`src/gbm_pkg.sv`:
```
package gbm_pkg;
  // Address and register window geometry
  localparam int ADDR_W = 22;
  localparam int DATA_W = 16;
  localparam int WIN_W = 7;
  localparam int BASE_W = ADDR_W - WIN_W;
  // Register offsets
  localparam logic [6:0] OFF_BASE = 7'h00;
  localparam logic [6:0] OFF_BIU_LAST = 7'h0F;
  localparam logic [6:0] OFF_DISP_PRI = 7'h0A;
  localparam logic [6:0] OFF_GFX_PRI = 7'h0C;
  localparam logic [6:0] OFF_EXT_PRI = 7'h0E;
  // Priority register fields: first level high, continuing level low
  localparam int PRI_FIRST_LSB = 3;
  localparam int PRI_CONT_LSB = 0;
  // Base register field layout
  localparam int BASE_MEM_BIT = 0;
  localparam int BASE_ADDR_LSB = 1;
  localparam logic [15:0] BASE_RESET = 16'h0000;
  // Top of the engine address space
  localparam logic [21:0] ADDR_TOP = 22'h3F_FFFF;
  // Priority resets
  localparam logic [2:0] PRI_MAX = 3'h7;
  localparam logic [2:0] DISP_FIRST_RST = 3'h6;
  localparam logic [2:0] DISP_CONT_RST = 3'h3;
  localparam logic [2:0] GFX_FIRST_RST = 3'h5;
  localparam logic [2:0] GFX_CONT_RST = 3'h2;
  localparam logic [2:0] EXT_FIRST_RST = 3'h7;
  // Bus owner
  typedef enum logic [2:0] {
    OWN_IDLE, OWN_REFRESH, OWN_DISP, OWN_GFX, OWN_EXT
  } gbm_owner_t;
endpackage

```
`src/gbm_bus_interface_unit.sv`:
```
`timescale 1ns/1ps
// Operation
// - Engines issue memory-only 22-bit accesses
// - Local memory spans zero to configured limit
// - Engine addresses above limit go to system
// - Slave writes above memory are dropped
// - Memory-mapped register window overrides memory for CPU
// - Engine accesses in window reach memory
// - Registers reachable only by CPU slave
// - Ignore chip-select while bus master
// - Configuration registers sit at offsets 0-15
// - Base holds bits 21:7 plus space flag
// - Before base write, all I/O hits registers
// - After base write, only programmed window
// - Match uses device address pins directly
// - Arbiter takes four request sources
// - Refresh wins after current access ends
// - First request competes at first priority
// - Block owner holds, regains at continuing priority
// - Priorities 0-7, ties display then graphics; external beats both
// - Higher request suspends block transfer
// - CPU slave beats pending engine master
module gbm_bus_interface_unit
  import gbm_pkg::*;
(
  input wire logic clk,
  input wire logic rst,
  // Configured local memory size in bytes, as an end address
  input wire logic [gbm_pkg::ADDR_W-1:0] memLimit,
  // Engine address from the current bus owner
  input wire logic [gbm_pkg::ADDR_W-1:0] engineAddr,
  output logic engineToSystem,
  output logic engineToLocal,
  // CPU slave port on the device pins
  input wire logic chipSelect_n,
  input wire logic memSpace,
  input wire logic slaveWrite,
  input wire logic slaveStrobe,
  input wire logic [gbm_pkg::ADDR_W-1:0] slaveAddr,
  input wire logic [gbm_pkg::DATA_W-1:0] slaveWdata,
  output logic [gbm_pkg::DATA_W-1:0] slaveRdata,
  output logic slaveToRegs,
  output logic slaveToMemory,
  output logic slaveWriteDropped,
  input wire logic masterActive,
  // Requests and block-transfer state
  input wire logic refreshReq,
  input wire logic displayReq,
  input wire logic graphicsReq,
  input wire logic displayBlock,
  input wire logic graphicsBlock,
  input wire logic accessDone,
  output logic grantRefresh,
  output logic grantDisplay,
  output logic grantGraphics,
  output logic grantExternal
);
  import gbm_pkg::*;

  // Pin synchronisers for the slave strobe, select, master flag
  logic [1:0] syncStrobe;
  logic [1:0] syncCs;
  logic [1:0] syncMaster;
  logic [1:0] syncSpace; // Memory or I/O space pin
  logic [1:0] syncWrite; // Write direction pin
  // Address and data words pass two stages as well; they are only
  // used when the strobe edge has passed the same depth, and the
  // host holds them steady for the whole strobe. A real host should
  // settle them a cycle before raising the strobe.
  logic [ADDR_W-1:0] addrMeta; // First stage, read by the second only
  logic [ADDR_W-1:0] addrPin; // Settled address from the pins
  logic [DATA_W-1:0] wdataMeta; // First stage of the write data
  logic [DATA_W-1:0] wdataPin; // Settled write data
  logic strobeSeen;
  logic slaveReq;
  always_ff @(posedge clk or posedge rst) begin
    if (rst) begin
      syncStrobe <= 2'h0;
      syncCs <= 2'h0;
      syncMaster <= 2'h0;
      syncSpace <= 2'h0;
      syncWrite <= 2'h0;
      addrMeta <= 22'h00_0000;
      addrPin <= 22'h00_0000;
      wdataMeta <= 16'h0000;
      wdataPin <= 16'h0000;
    end else begin
      syncStrobe <= {syncStrobe[0], slaveStrobe};
      syncCs <= {syncCs[0], ~chipSelect_n};
      syncMaster <= {syncMaster[0], masterActive};
      syncSpace <= {syncSpace[0], memSpace};
      syncWrite <= {syncWrite[0], slaveWrite};
      addrMeta <= slaveAddr;
      addrPin <= addrMeta;
      wdataMeta <= slaveWdata;
      wdataPin <= wdataMeta;
    end
  end

  // Edge memory for the strobe, read from the second stage only
  always_ff @(posedge clk or posedge rst) begin
    if (rst) begin
      strobeSeen <= 1'b0;
    end else begin
      strobeSeen <= syncStrobe[1];
    end
  end

  // Chip select is disregarded while we own the system bus
  assign slaveReq = syncStrobe[1] & ~strobeSeen & syncCs[1]
                    & ~syncMaster[1];

  // Register storage: base plus the priority registers
  logic [15:0] baseReg;
  logic baseWritten;
  logic [2:0] dispFirst;
  logic [2:0] dispCont;
  logic [2:0] gfxFirst;
  logic [2:0] gfxCont;
  logic [2:0] extFirst;

  // Window decode on the device's own pins, not the CPU address
  logic winHit;
  logic regHit;
  logic aboveMem;
  always_comb begin
    winHit = (addrPin[ADDR_W-1:WIN_W]
              == baseReg[BASE_ADDR_LSB +: BASE_W])
             && (syncSpace[1] == baseReg[BASE_MEM_BIT]);
    if (!baseWritten) begin
      // Whole I/O space answers until a base is programmed
      regHit = ~syncSpace[1];
    end else begin
      regHit = winHit;
    end
    aboveMem = addrPin > memLimit;
  end

  // Slave data paths are sampled once per synchronised strobe
  logic [6:0] regOff;
  assign regOff = addrPin[WIN_W-1:0];

  // Routing flags held until the next slave access
  always_ff @(posedge clk or posedge rst) begin
    if (rst) begin
      slaveToRegs <= 1'b0;
      slaveToMemory <= 1'b0;
      slaveWriteDropped <= 1'b0;
    end else if (slaveReq) begin
      // Registers win over memory, engines never see this path
      slaveToRegs <= regHit;
      slaveToMemory <= ~regHit & syncSpace[1] & ~aboveMem;
      slaveWriteDropped <= ~regHit & syncSpace[1] & aboveMem
                           & syncWrite[1];
    end
  end

  // Register writes; only the configuration range exists here
  always_ff @(posedge clk or posedge rst) begin
    if (rst) begin
      baseReg <= BASE_RESET;
      baseWritten <= 1'b0;
      dispFirst <= DISP_FIRST_RST;
      dispCont <= DISP_CONT_RST;
      gfxFirst <= GFX_FIRST_RST;
      gfxCont <= GFX_CONT_RST;
      extFirst <= EXT_FIRST_RST;
    end else if (slaveReq && regHit && syncWrite[1]
                 && regOff <= OFF_BIU_LAST) begin
      unique case (regOff)
        OFF_DISP_PRI: begin
          dispFirst <= wdataPin[PRI_FIRST_LSB +: 3];
          dispCont <= wdataPin[PRI_CONT_LSB +: 3];
        end
        OFF_GFX_PRI: begin
          gfxFirst <= wdataPin[PRI_FIRST_LSB +: 3];
          gfxCont <= wdataPin[PRI_CONT_LSB +: 3];
        end
        // The external requester never bursts, so it has no second level
        OFF_EXT_PRI: extFirst <= wdataPin[PRI_FIRST_LSB +: 3];
        OFF_BASE: begin
          baseReg <= wdataPin;
          baseWritten <= 1'b1;
        end
        default: ; // Other configuration offsets hold nothing here
      endcase
    end
  end

  // Packs a priority pair into its register word, reserved bits zero
  function automatic logic [DATA_W-1:0] packPri(input logic [2:0] first,
                                               input logic [2:0] cont);
    logic [DATA_W-1:0] value;
    value = 16'h0000;
    value[PRI_FIRST_LSB +: 3] = first;
    value[PRI_CONT_LSB +: 3] = cont;
    packPri = value;
  endfunction

  // Read data; unmapped offsets and memory reads return zero
  always_ff @(posedge clk or posedge rst) begin
    if (rst) begin
      slaveRdata <= 16'h0000;
    end else if (slaveReq && !syncWrite[1]) begin
      if (!regHit || regOff > OFF_BIU_LAST) begin
        slaveRdata <= 16'h0000;
      end else begin
        unique case (regOff)
          OFF_BASE: slaveRdata <= baseReg;
          OFF_DISP_PRI: slaveRdata <= packPri(dispFirst, dispCont);
          OFF_GFX_PRI: slaveRdata <= packPri(gfxFirst, gfxCont);
          OFF_EXT_PRI: slaveRdata <= packPri(extFirst, 3'h0);
          default: slaveRdata <= 16'h0000;
        endcase
      end
    end
  end

  // Engine routing: memory only, window ignored for engines
  always_comb begin
    engineToLocal = engineAddr <= memLimit;
    engineToSystem = (engineAddr > memLimit)
                     && (engineAddr <= ADDR_TOP);
  end

  // External request latched until served
  logic extPending;
  gbm_owner_t owner;
  gbm_owner_t next_owner;
  logic dispSuspended;
  logic gfxSuspended;
  always_ff @(posedge clk or posedge rst) begin
    if (rst) begin
      extPending <= 1'b0;
    end else if (slaveReq && syncCs[1]) begin
      extPending <= 1'b1;
    end else if (owner == OWN_EXT && accessDone) begin
      extPending <= 1'b0;
    end
  end

  // Effective priority: continuing level while holding or resuming
  function automatic logic [2:0] effPri(input logic [2:0] first,
                                        input logic [2:0] cont,
                                        input logic useCont);
    effPri = useCont ? cont : first;
  endfunction

  logic [2:0] dispPri;
  logic [2:0] gfxPri;
  logic dispHold;
  logic gfxHold;
  always_comb begin
    dispHold = (owner == OWN_DISP && displayBlock) || dispSuspended;
    gfxHold = (owner == OWN_GFX && graphicsBlock) || gfxSuspended;
    dispPri = effPri(dispFirst, dispCont, dispHold);
    gfxPri = effPri(gfxFirst, gfxCont, gfxHold);
  end

  // A served external access must not win again on its own closing
  // edge: the pending flag only clears there, so it is masked here
  logic extWants;
  assign extWants = extPending & ~((owner == OWN_EXT) & accessDone);

  // Arbitration at access boundaries only
  always_comb begin
    next_owner = owner;
    if (owner == OWN_IDLE || accessDone) begin
      if (refreshReq) begin
        next_owner = OWN_REFRESH;
      end else if (extWants && (displayReq || graphicsReq)) begin
        // Host first, or it could stall waiting on us while we wait on it
        next_owner = OWN_EXT;
      end else if (displayReq && (!graphicsReq || dispPri >= gfxPri)
                   && (!extWants || dispPri >= extFirst)) begin
        next_owner = OWN_DISP;
      end else if (graphicsReq && (!extWants || gfxPri >= extFirst)) begin
        next_owner = OWN_GFX;
      end else if (extWants) begin
        next_owner = OWN_EXT;
      end else begin
        next_owner = OWN_IDLE;
      end
    end
  end

  // Owner register and suspension memory
  always_ff @(posedge clk or posedge rst) begin
    if (rst) begin
      owner <= OWN_IDLE;
      dispSuspended <= 1'b0;
      gfxSuspended <= 1'b0;
    end else begin
      owner <= next_owner;
      if (owner == OWN_DISP && displayBlock && next_owner != OWN_DISP) begin
        dispSuspended <= 1'b1;
      end else if (next_owner == OWN_DISP || !displayReq) begin
        dispSuspended <= 1'b0;
      end
      if (owner == OWN_GFX && graphicsBlock && next_owner != OWN_GFX) begin
        gfxSuspended <= 1'b1;
      end else if (next_owner == OWN_GFX || !graphicsReq) begin
        gfxSuspended <= 1'b0;
      end
    end
  end

  // Grants follow the owner register
  assign grantRefresh = owner == OWN_REFRESH;
  assign grantDisplay = owner == OWN_DISP;
  assign grantGraphics = owner == OWN_GFX;
  assign grantExternal = owner == OWN_EXT;
endmodule // gbm_bus_interface_unit

```
`config.mk`:
```
export PLATFORM = sky130hd
export DESIGN_NAME = gbm_bus_interface_unit
export DESIGN_NICKNAME = d
export VERILOG_FILES = /design/src/gbm_pkg.sv /design/src/gbm_bus_interface_unit.sv
export SDC_FILE = /design/constraint.sdc
export NUM_CORES = 1
export LEC_CHECK = 0
export BUFFER_PORTS_ARGS = -buffer_cell sky130_fd_sc_hd__buf_2
export CAP_MARGIN = 40
export CORE_MARGIN = 2
export CORE_UTILIZATION = 25
export DETAILED_ROUTE_END_ITERATION = 10
export GPL_ROUTABILITY_DRIVEN = 0
export PLACE_DENSITY = 0.46
export REMOVE_ABC_BUFFERS = 1
export SYNTH_ARGS = -nofsm -noshare
export SYNTH_HDL_FRONTEND = slang
export SYNTH_SLANG_ARGS = --single-unit
```
`constraint.sdc`:
```
create_clock -name clk -period 14.7 [get_ports clk]
set_clock_uncertainty 0.15 [all_clocks]
set_input_delay 2.94 -clock clk [delete_from_list [all_inputs] [get_ports clk]]
set_output_delay 2.94 -clock clk [all_outputs]
set_load 0.02 [all_outputs]
```
After elaboration in Yosys (flattened, before gate mapping)
Cells that the tools add are included.
{ "classes": {"eq_ne": 13, "muxes": 17, "magnitude_cmp": 9, "reduce_logical": 40, "n_bitwise": 16} }
{ "op_table": {"columns": ["op", "n"], "rows": [
  ["$pmux W16 S4", 1],
  ["$gt A22 B22 Y1", 2],
  ["$mux W3", 8],
  ["$le A22 B22 Y1", 1],
  ["$le A22 B22 Y1 const B", 1],
  ["$eq A7 B4 Y1 const B", 3],
  ["$logic_and A1 B1 Y1", 16],
  ["$mux W16", 1],
  ["$eq A15 B15 Y1", 1],
  ["$eq A3 B2 Y1 const B", 4],
  ["$logic_or A1 B1 Y1", 10],
  ["$and A1 B1 Y1", 9],
  ["$ge A3 B3 Y1", 3],
  ["$reduce_and A2 Y1", 4],
  ["$gt A7 B4 Y1 const B", 1],
  ["$le A7 B4 Y1 const B", 1],
  ["$logic_not A7 Y1", 1],
  ["$mux W1", 7],
  ["$not A1 Y1", 7],
  ["$ne A3 B2 Y1 const B", 2],
  ["$reduce_bool A2 Y1", 3],
  ["$logic_not A1 Y1", 5],
  ["$eq A3 B1 Y1 const B", 1],
  ["$eq A3 B3 Y1 const B", 1],
  ["2 further kinds", 2]
]} }
{ "word_totals": {"out_inout_bits": 25, "reg_bits": 144, "input_bits": 95} }

Longest topological paths before layout
Gate-level depths: netlist of the first run.
{ "depth": {"depth_word": 16, "mapped_depth": 11, "mapped_depth_nobuf": 10} }

Worst setup path after synthesis of the first run
OpenSTA, ideal clock, no wires.
{ "synth_path": {"path_kind": "input -> output", "from": "in memLimit[19] (netlist name)", "to": "out engineToLocal", "n_path_buf": 0, "stages": 7, "t_arrival_ps": 4423, "slack_ps": 7187, "t_required_ps": 11610, "cell_sequence": "inv_1 > ha_1 > a21o_1 > a21o_1 > a21oi_1 > nand2_1 > o31ai_1"} }
{ "synth_between": {"elab_chain_cells": 1} }
{ "synth_lines": {"columns": ["element", "line", "source"], "rows": [
  ["start: declaration", "gbm_bus_interface_unit.sv:29", "input wire logic [gbm_pkg::ADDR_W-1:0] memLimit,"],
  ["$le A22 B22 Y1", "gbm_bus_interface_unit.sv:221", "engineToLocal = engineAddr <= memLimit;"],
  ["end: declaration", "gbm_bus_interface_unit.sv:33", "output logic engineToLocal,"]
]} }
No other way between the ends.

Worst setup path in the final report of the first run
{ "layout_path": {"from": "in memLimit[17] (netlist name)", "to": "out engineToLocal"} }
Same word-level chain as after synthesis.

==> results.md, run 1 <==
* Final hold slack at 187 ps
* Drt pass-1 iters at 4
* Skew-Pair Late Insertion Delay at 420 ps
* Maximum VDD drop at 0.0661 mV
* I/O pins at 120
* Slew Limit Headroom at 49.3%
* Via/cell ratio at 4.43
* FF-to-FF setup slack at 11,600 ps
* Drc violations at 0
* Via count at 4,223
* Area grow syn2layout at 25.3%
* Final Worst Setup Slack at 6980 ps
* Crit path launch type: input pin
* Final core utilization at 31.6%
* Routed length per instance at 16.2 µm
* Syn Inst Count at 476
* Reg area at 3620 µm²
* Port buffer count at 119
* Most frequent cells in the layout: 134 x dfrtp_1, 119 x buf_2, 48 x ha_1, 36 x inv_1, 20 x mux2_2
* Crit path max-delay family: simple AND/OR/NAND/NOR gates
* Final WL at 15,500 µm
* Worst slack, placed at 6970 ps
* Final Cycle Share at 52.5%
* Core area at 25,000 µm²
* H-tree depth at 4
* Worst EP arrival at 4630 ps
* Seq/Total Area, Yosys at 57.2%
* Least-Margin Pin Slew at 755 ps
* Layout filler cell count at 2,552
* Layout cell share with drive strength beyond 1 at 33.8%
* Clk sinks at 144
* Post CTS Setup Buffer Count at 0
* Clk slew on worst S/H paths at 60 ps
* Vias in the first global route at 4,540
* Async SR Flop Fraction at 100%
* Chip height at 163 µm
* Detailed placement HPWL at 12,200 µm
* Hold Path Sink: wdataPin[10]
* Mapped Avg Cell Area at 13.3 µm²
* Most common cell after layout, fill and taps aside: dfrtp_1
* Post-cts resize count at 0
* Setup repair after global routing missed its margin: no
* CTS tree: done
* Die W at 163 µm
* Multi-input logic area at 2520 µm²
* Critical path endpoint category: output port
* First-pass GRT wire length at 24,600 µm
* Leakage power at 3.83 nW
* Die area at 26,600 µm²
* Hold_sp: wdataMeta[10]
* Max-slew violation count at 0
* FF+latch count, synth at 144
* CP cell instances: buf_2, inv_1, ha_1, nand4_1, or2_2, nor4_1, mux2i_1, o31ai_1, buf_2
* Worst Path Max Fanout at 3
* Initial core utilization at 25.3%
* Longest Clk Path Bufs at 2
* Total Nets Final at 755
* Worst R2R End: dispSuspended
* Post-synth EDFFs at 0
* Largest net degree at the start of global routing at 70
* Cells on worst reg2reg path at 8
* Critical Path RT at 11,610 ps
* P per Cell Area at 120 nW/µm²
* F_max at 0.129 GHz
* Number of distinct library cells after synthesis at 65
* Antenna viol nets, final at 0
* Tmin final at 7720 ps
* Crit-path max cell delay at 360 ps
* Most frequent CP cell: buf_2
* Total global routing track utilization at 12.2%
* Diodes inserted at 0
* Critical Path Stages at 9
* CTS root buf: clkbuf_16
* Remaining Overflow, GRT at 0
* Hold Path Depth at 0
* Number of hold-repair buffers added at the cts stage at 0
* Row count at 58
* Total Power at 0.000951 W
* CTS Buf Count at 17
* Primary FF master, synth: dfrtp_1
* Max_cap viols at 0
* WP buf/inv at 3
* CP Class: in -> out
* Initial antenna violation count at 0
* Cell area after synthesis at 6320 µm²
* Iteration-0 DRC count of the detailed router at 185
* Slowest CP cell: or2_2
* Synth warn at 0
* Outcome: finished clean
* TNS Setup at 0 ps
* Final Setup Violations at 0
* FF-to-FF Start: owner[0]
* Hold Crit Class: reg -> reg
* Hold Vio Cnt, Final at 0
how the worst max path moves through the flow:
stage / start / endpoint / slack (ps)
after floorplan: memLimit[19] / engineToLocal / 7190
after global placement: memLimit[16] / engineToLocal / 7030
after detailed placement: memLimit[17] / engineToLocal / 6970
after CTS: memLimit[17] / engineToLocal / 6960
after global routing: memLimit[15] / engineToLocal / 6850
final: memLimit[17] / engineToLocal / 6980
power by group:
part           total [W]  switching [W]  internal (W)
combinational   0.000107      0.0000620     0.0000453
clock           0.000408       0.000169      0.000239
sequential      0.000436      0.0000195      0.000416
total           0.000951       0.000250      0.000701
Yosys cell counts (3+ instances only):
library cell / n / share of area, %
a211oi_1: 6 / 0.71
a21o_1: 9 / 1.1
a21oi_1: 17 / 1.3
a22o_1: 16 / 2.2
a22oi_1: 6 / 0.71
and2_1: 3 / 0.30
dfrtp_1: 134 / 53
dfstp_2: 10 / 4.2
ha_1: 48 / 9.5
inv_1: 37 / 2.2
mux2_1: 6 / 1.1
mux2_2: 20 / 3.6
mux2_4: 9 / 2.1
mux2i_1: 4 / 0.63
nand2_1: 17 / 1.0
nand2b_1: 3 / 0.30
nand3_1: 7 / 0.55
nand4_1: 9 / 0.89
nor2_1: 16 / 0.95
nor2b_1: 4 / 0.40
nor3_1: 3 / 0.24
nor4_1: 3 / 0.30
nor4_4: 4 / 1.3
o21a_1: 5 / 0.59
o21ai_0: 17 / 1.3
o22ai_1: 5 / 0.49
xnor2_1: 4 / 0.55
xor2_1: 11 / 1.5
flip-flops by register name, summed over array words and instances, names as in the netlist, 2 cells and up:
signal      cells
syncStrobe      2
extFirst        3
dispFirst       3
syncMaster      2
addrMeta       22
baseReg        16
syncSpace       2
dispCont        3
wdataMeta      16
syncCs          2
syncWrite       2
slaveRdata     16
wdataPin       16
addrPin        22
gfxFirst        3
owner           3
gfxCont         3
layout make-up:
type,count,share of cell area (%)
flip-flops and latches,144,45.7
well taps,330,5.21
inverters,37,1.82
multi-input cells,289,31.9
repair buffers,123,8.30
clock buffers,18,5.55
clock inverters,13,1.60
stage by stage:
| stage | area [µm²] | std cells |
|---|---|---|
| 6_report | 7920 | 954 |
| 5_1_grt | 7920 | 954 |
| 3_3_place_gp | 7300 | 920 |
| 2_1_floorplan | 6280 | 470 |
| 4_1_cts | 7920 | 954 |
| 3_5_place_dp | 7350 | 923 |
metal layers:
layer | vias up | global-route usage (%) | part of all wire (%)
met2 | 122 | 19.8 | 48
met3 | 21 | 2.92 | 4.8
li1 | 2014 | - | -
met4 | 0 | 4.75 | 2.1
met1 | 2066 | 15.8 | 46
met5 | - | 0 | 0
cells by family after synthesis:
| logic type | Yosys count | share of synthesized area [%] |
|---|---|---|
| buffers and inverters | 43 | 2.89 |
| AO/OA/AOI/OAI | 99 | 11.6 |
| adder cells (fa/ha/maj) | 48 | 9.50 |
| flip-flops | 144 | 57.2 |
| multiplexers | 39 | 7.40 |
| XOR/XNOR | 15 | 2.08 |
| AND/OR/NAND/NOR | 88 | 9.36 |
Power figures use the tool's default switching activity.
==> inputs of run 2 (changes only) <==
Settings changed: ABC_AREA set to 1, PLACE_DENSITY 0.46 to 0.48.
Clock period 14.7 ns to 7 ns, I/O delays scaled along.
==> run 2 against run 1 <==
  * Synthesized cell count up 27%
  * Register-to-register slack got worse by 7300 ps
  * Die area fell by 2.0%
  * Synthesized area shrank 2.1%
  * Worst hold slack better by 7.9 ps
  * Critical endpoint is now engineToSystem
  * Critical path depth up 3
  * Setup slack lost 4500 ps
  * Largest power group unchanged
  * Flip-flop and latch count is the same
  * Via count increased by 4.5%
  * Highest routed layer unchanged
  * Largest cell class unchanged
==> results.md, run 2 <==
* Core area at 24,300 µm²
* Row count at 57
* Hold Vio Cnt, Final at 0
* Async SR Flop Fraction at 100%
* Number of hold-repair buffers added at the cts stage at 0
* Maximum VDD drop at 0.162 mV
* Number of distinct library cells after synthesis at 36
* CTS Buf Count at 17
* Via count at 4,415
* Via/cell ratio at 4.11
* Reg area at 3620 µm²
* Die area at 26,000 µm²
* Final core utilization at 31.8%
* Largest net degree at the start of global routing at 85
* Global route hottest layer: met2
* GR met2 Demand/Resource at 19.5%
* Met3 Use GR at 3.72%
* Drc violations at 0
* Area leader, netlist: dfrtp_1
* Layout filler cell count at 2,555
* Most frequent cells in the layout: 134 x dfrtp_1, 122 x nand2_1, 119 x buf_2, 82 x inv_1, 50 x ha_1
* Most common cell after layout, fill and taps aside: dfrtp_1
* Port buffer count at 119
* Synth area leaders: dfrtp_1 54%, ha_1 10%, nand2_1 7.4%
* Post-synth EDFFs at 0
* Initial core utilization at 25.5%
* Fin area at 7730 µm²
* F_max at 0.223 GHz
* Final Setup Violations at 0
* Routed length per instance at 14.3 µm
* Post-cts resize count at 0
* CTS tree: done
* Fin cells at 1,073
* Dpl cell area at 7160 µm²
* Max-slew violation count at 0
* Syn Inst Count at 604
* CP Class: in -> out
* Cell area after synthesis at 6190 µm²
* Initial antenna violation count at 1
* Detailed placement HPWL at 11,800 µm
* Clk sinks at 144
* Antenna viol nets, final at 0
* Critical path endpoint category: output port
* FF+latch count, synth at 144
* Grt met1 use at 16.9%
* Iteration-0 DRC count of the detailed router at 258
* Remaining Overflow, GRT at 0
* Crit path launch type: input pin
* Hold Crit Class: reg -> reg
* Clk slew on worst S/H paths at 60 ps
* Mapped Avg Cell Area at 10.2 µm²
* Final Cycle Share at 64.0%
* Total global routing track utilization at 12.6%
* Seq/Total Area, Yosys at 58.4%
* TNS Setup at 0 ps
* Synth warn at 0
* Layout cell share with drive strength beyond 1 at 23.3%
* Skew-Pair Late Insertion Delay at 420 ps
* Max_cap viols at 0
* Area share of the largest cell type after synthesis at 54.2%
* Chip height at 161 µm
* Longest Clk Path Bufs at 2
* Least-Margin Pin Slew at 782 ps
* Largest registers: addrMeta (22), addrPin (22)
* Area grow syn2layout at 24.8%
* Worst EP arrival at 2930 ps
* Placed Cells at 1,042
* Leakage power at 3.77 nW
* Most frequent cell after synthesis: dfrtp_1
* CTS root buf: clkbuf_16
* Total Nets Final at 882
* Multi-input logic area at 2210 µm²
* First-pass GRT wire length at 24,800 µm
* Drt pass-1 iters at 4
* Critical Path RT at 5450 ps
* Die W at 161 µm
* Final WL at 15,400 µm
* Outcome: finished clean
* I/O pins at 120
* P per Cell Area at 253 nW/µm²
* Worst Path Max Fanout at 2
* Vias in the first global route at 4,581
* Setup repair after global routing missed its margin: no
* Slew Limit Headroom at 47.8%
* Tmin final at 4480 ps
* Post CTS Setup Buffer Count at 0
* H-tree depth at 4
* Primary FF master, synth: dfrtp_1
* Top cells by count, synth: 134 x dfrtp_1, 122 x nand2_1, 83 x inv_1
==> run 2: changes by cell type after synthesis, sizes merged, moves of 6 or more <==
cell / delta
a21o: -9
nor4: -8
nand2: +106
o21ai: +34
xnor2: +6
a21oi: +9
nor2: +14
inv: +49
a22o: -17
nand3: +16
o31ai: +9
mux2: -35
==> run 2: final timing paths <==
path	from	to	slack, ps	cells past startpoint
max in group asynchronous	rst	addrMeta[1]	4460	3
max	memLimit[11]	engineToSystem	2520	12
min	syncCs[0]	syncCs[1]	190	0
min reg2reg	syncCs[0]	syncCs[1]	190	0
min in group asynchronous	rst	wdataMeta[13]	960	2
max reg2reg	addrPin[5]	baseReg[9]	4320	8
==> run 2: area by class of cell <==
| class | count | share of cell area (%) |
|---|---|---|
| Multi-Input combinational cell | 368 | 28.6 |
| Clock buffer | 17 | 5.51 |
| Sequential cell | 144 | 46.8 |
| Timing Repair Buffer | 120 | 7.80 |
| Antenna cell | 1 | 0.0324 |
| Clock inverter | 13 | 1.78 |
| Tap cell | 324 | 5.25 |
| Inverter | 86 | 4.24 |
==> run 2: kinds of logic after synthesis <==
kind of cell / count (synthesis) / share of synthesized area (%)
simple gates: 199 / 14.0
flops: 144 / 58.4
buf+inv: 92 / 5.88
fa+ha+maj: 50 / 10.1
compound gates: 103 / 9.30
xor+xnor: 16 / 2.26
==> run 2: per-stage QoR <==
step	hold WS [ps]	worst slack, ps	power [W]
4_1_cts	198	2490	0.00198
6_report	195	2520	0.00195
2_1_floorplan	181	1600	0.00102
3_3_place_gp	182	2490	0.00110
3_5_place_dp	185	2500	0.00110
5_1_grt	202	2230	0.00206
==> run 2: layer usage <==
metal	vias up	routed length, µm	share of wire [%]
met4	0	192	1.2
met2	95	6910	45
met5	-	0	0
met3	15	889	5.8
met1	2049	7380	48
li1	2256	-	-
==> run 2: critical path: stages <==
cell and delay, ps:
buf_2 80, inv_1 50, ha_1 300, a21oi_1 130
nor2_1 50, a211oi_1 310, a21oi_1 120, o21ai_0 150
nand2_1 80, nand2_1 80, inv_1 40, buf_2 150
==> run 2: report_power, final <==
group	total [W]	switching (W)	internal, W
Sequential	0.000895	0.0000247	0.000871
Combinational	0.000183	0.000115	0.0000678
Clock	0.000876	0.000355	0.000521
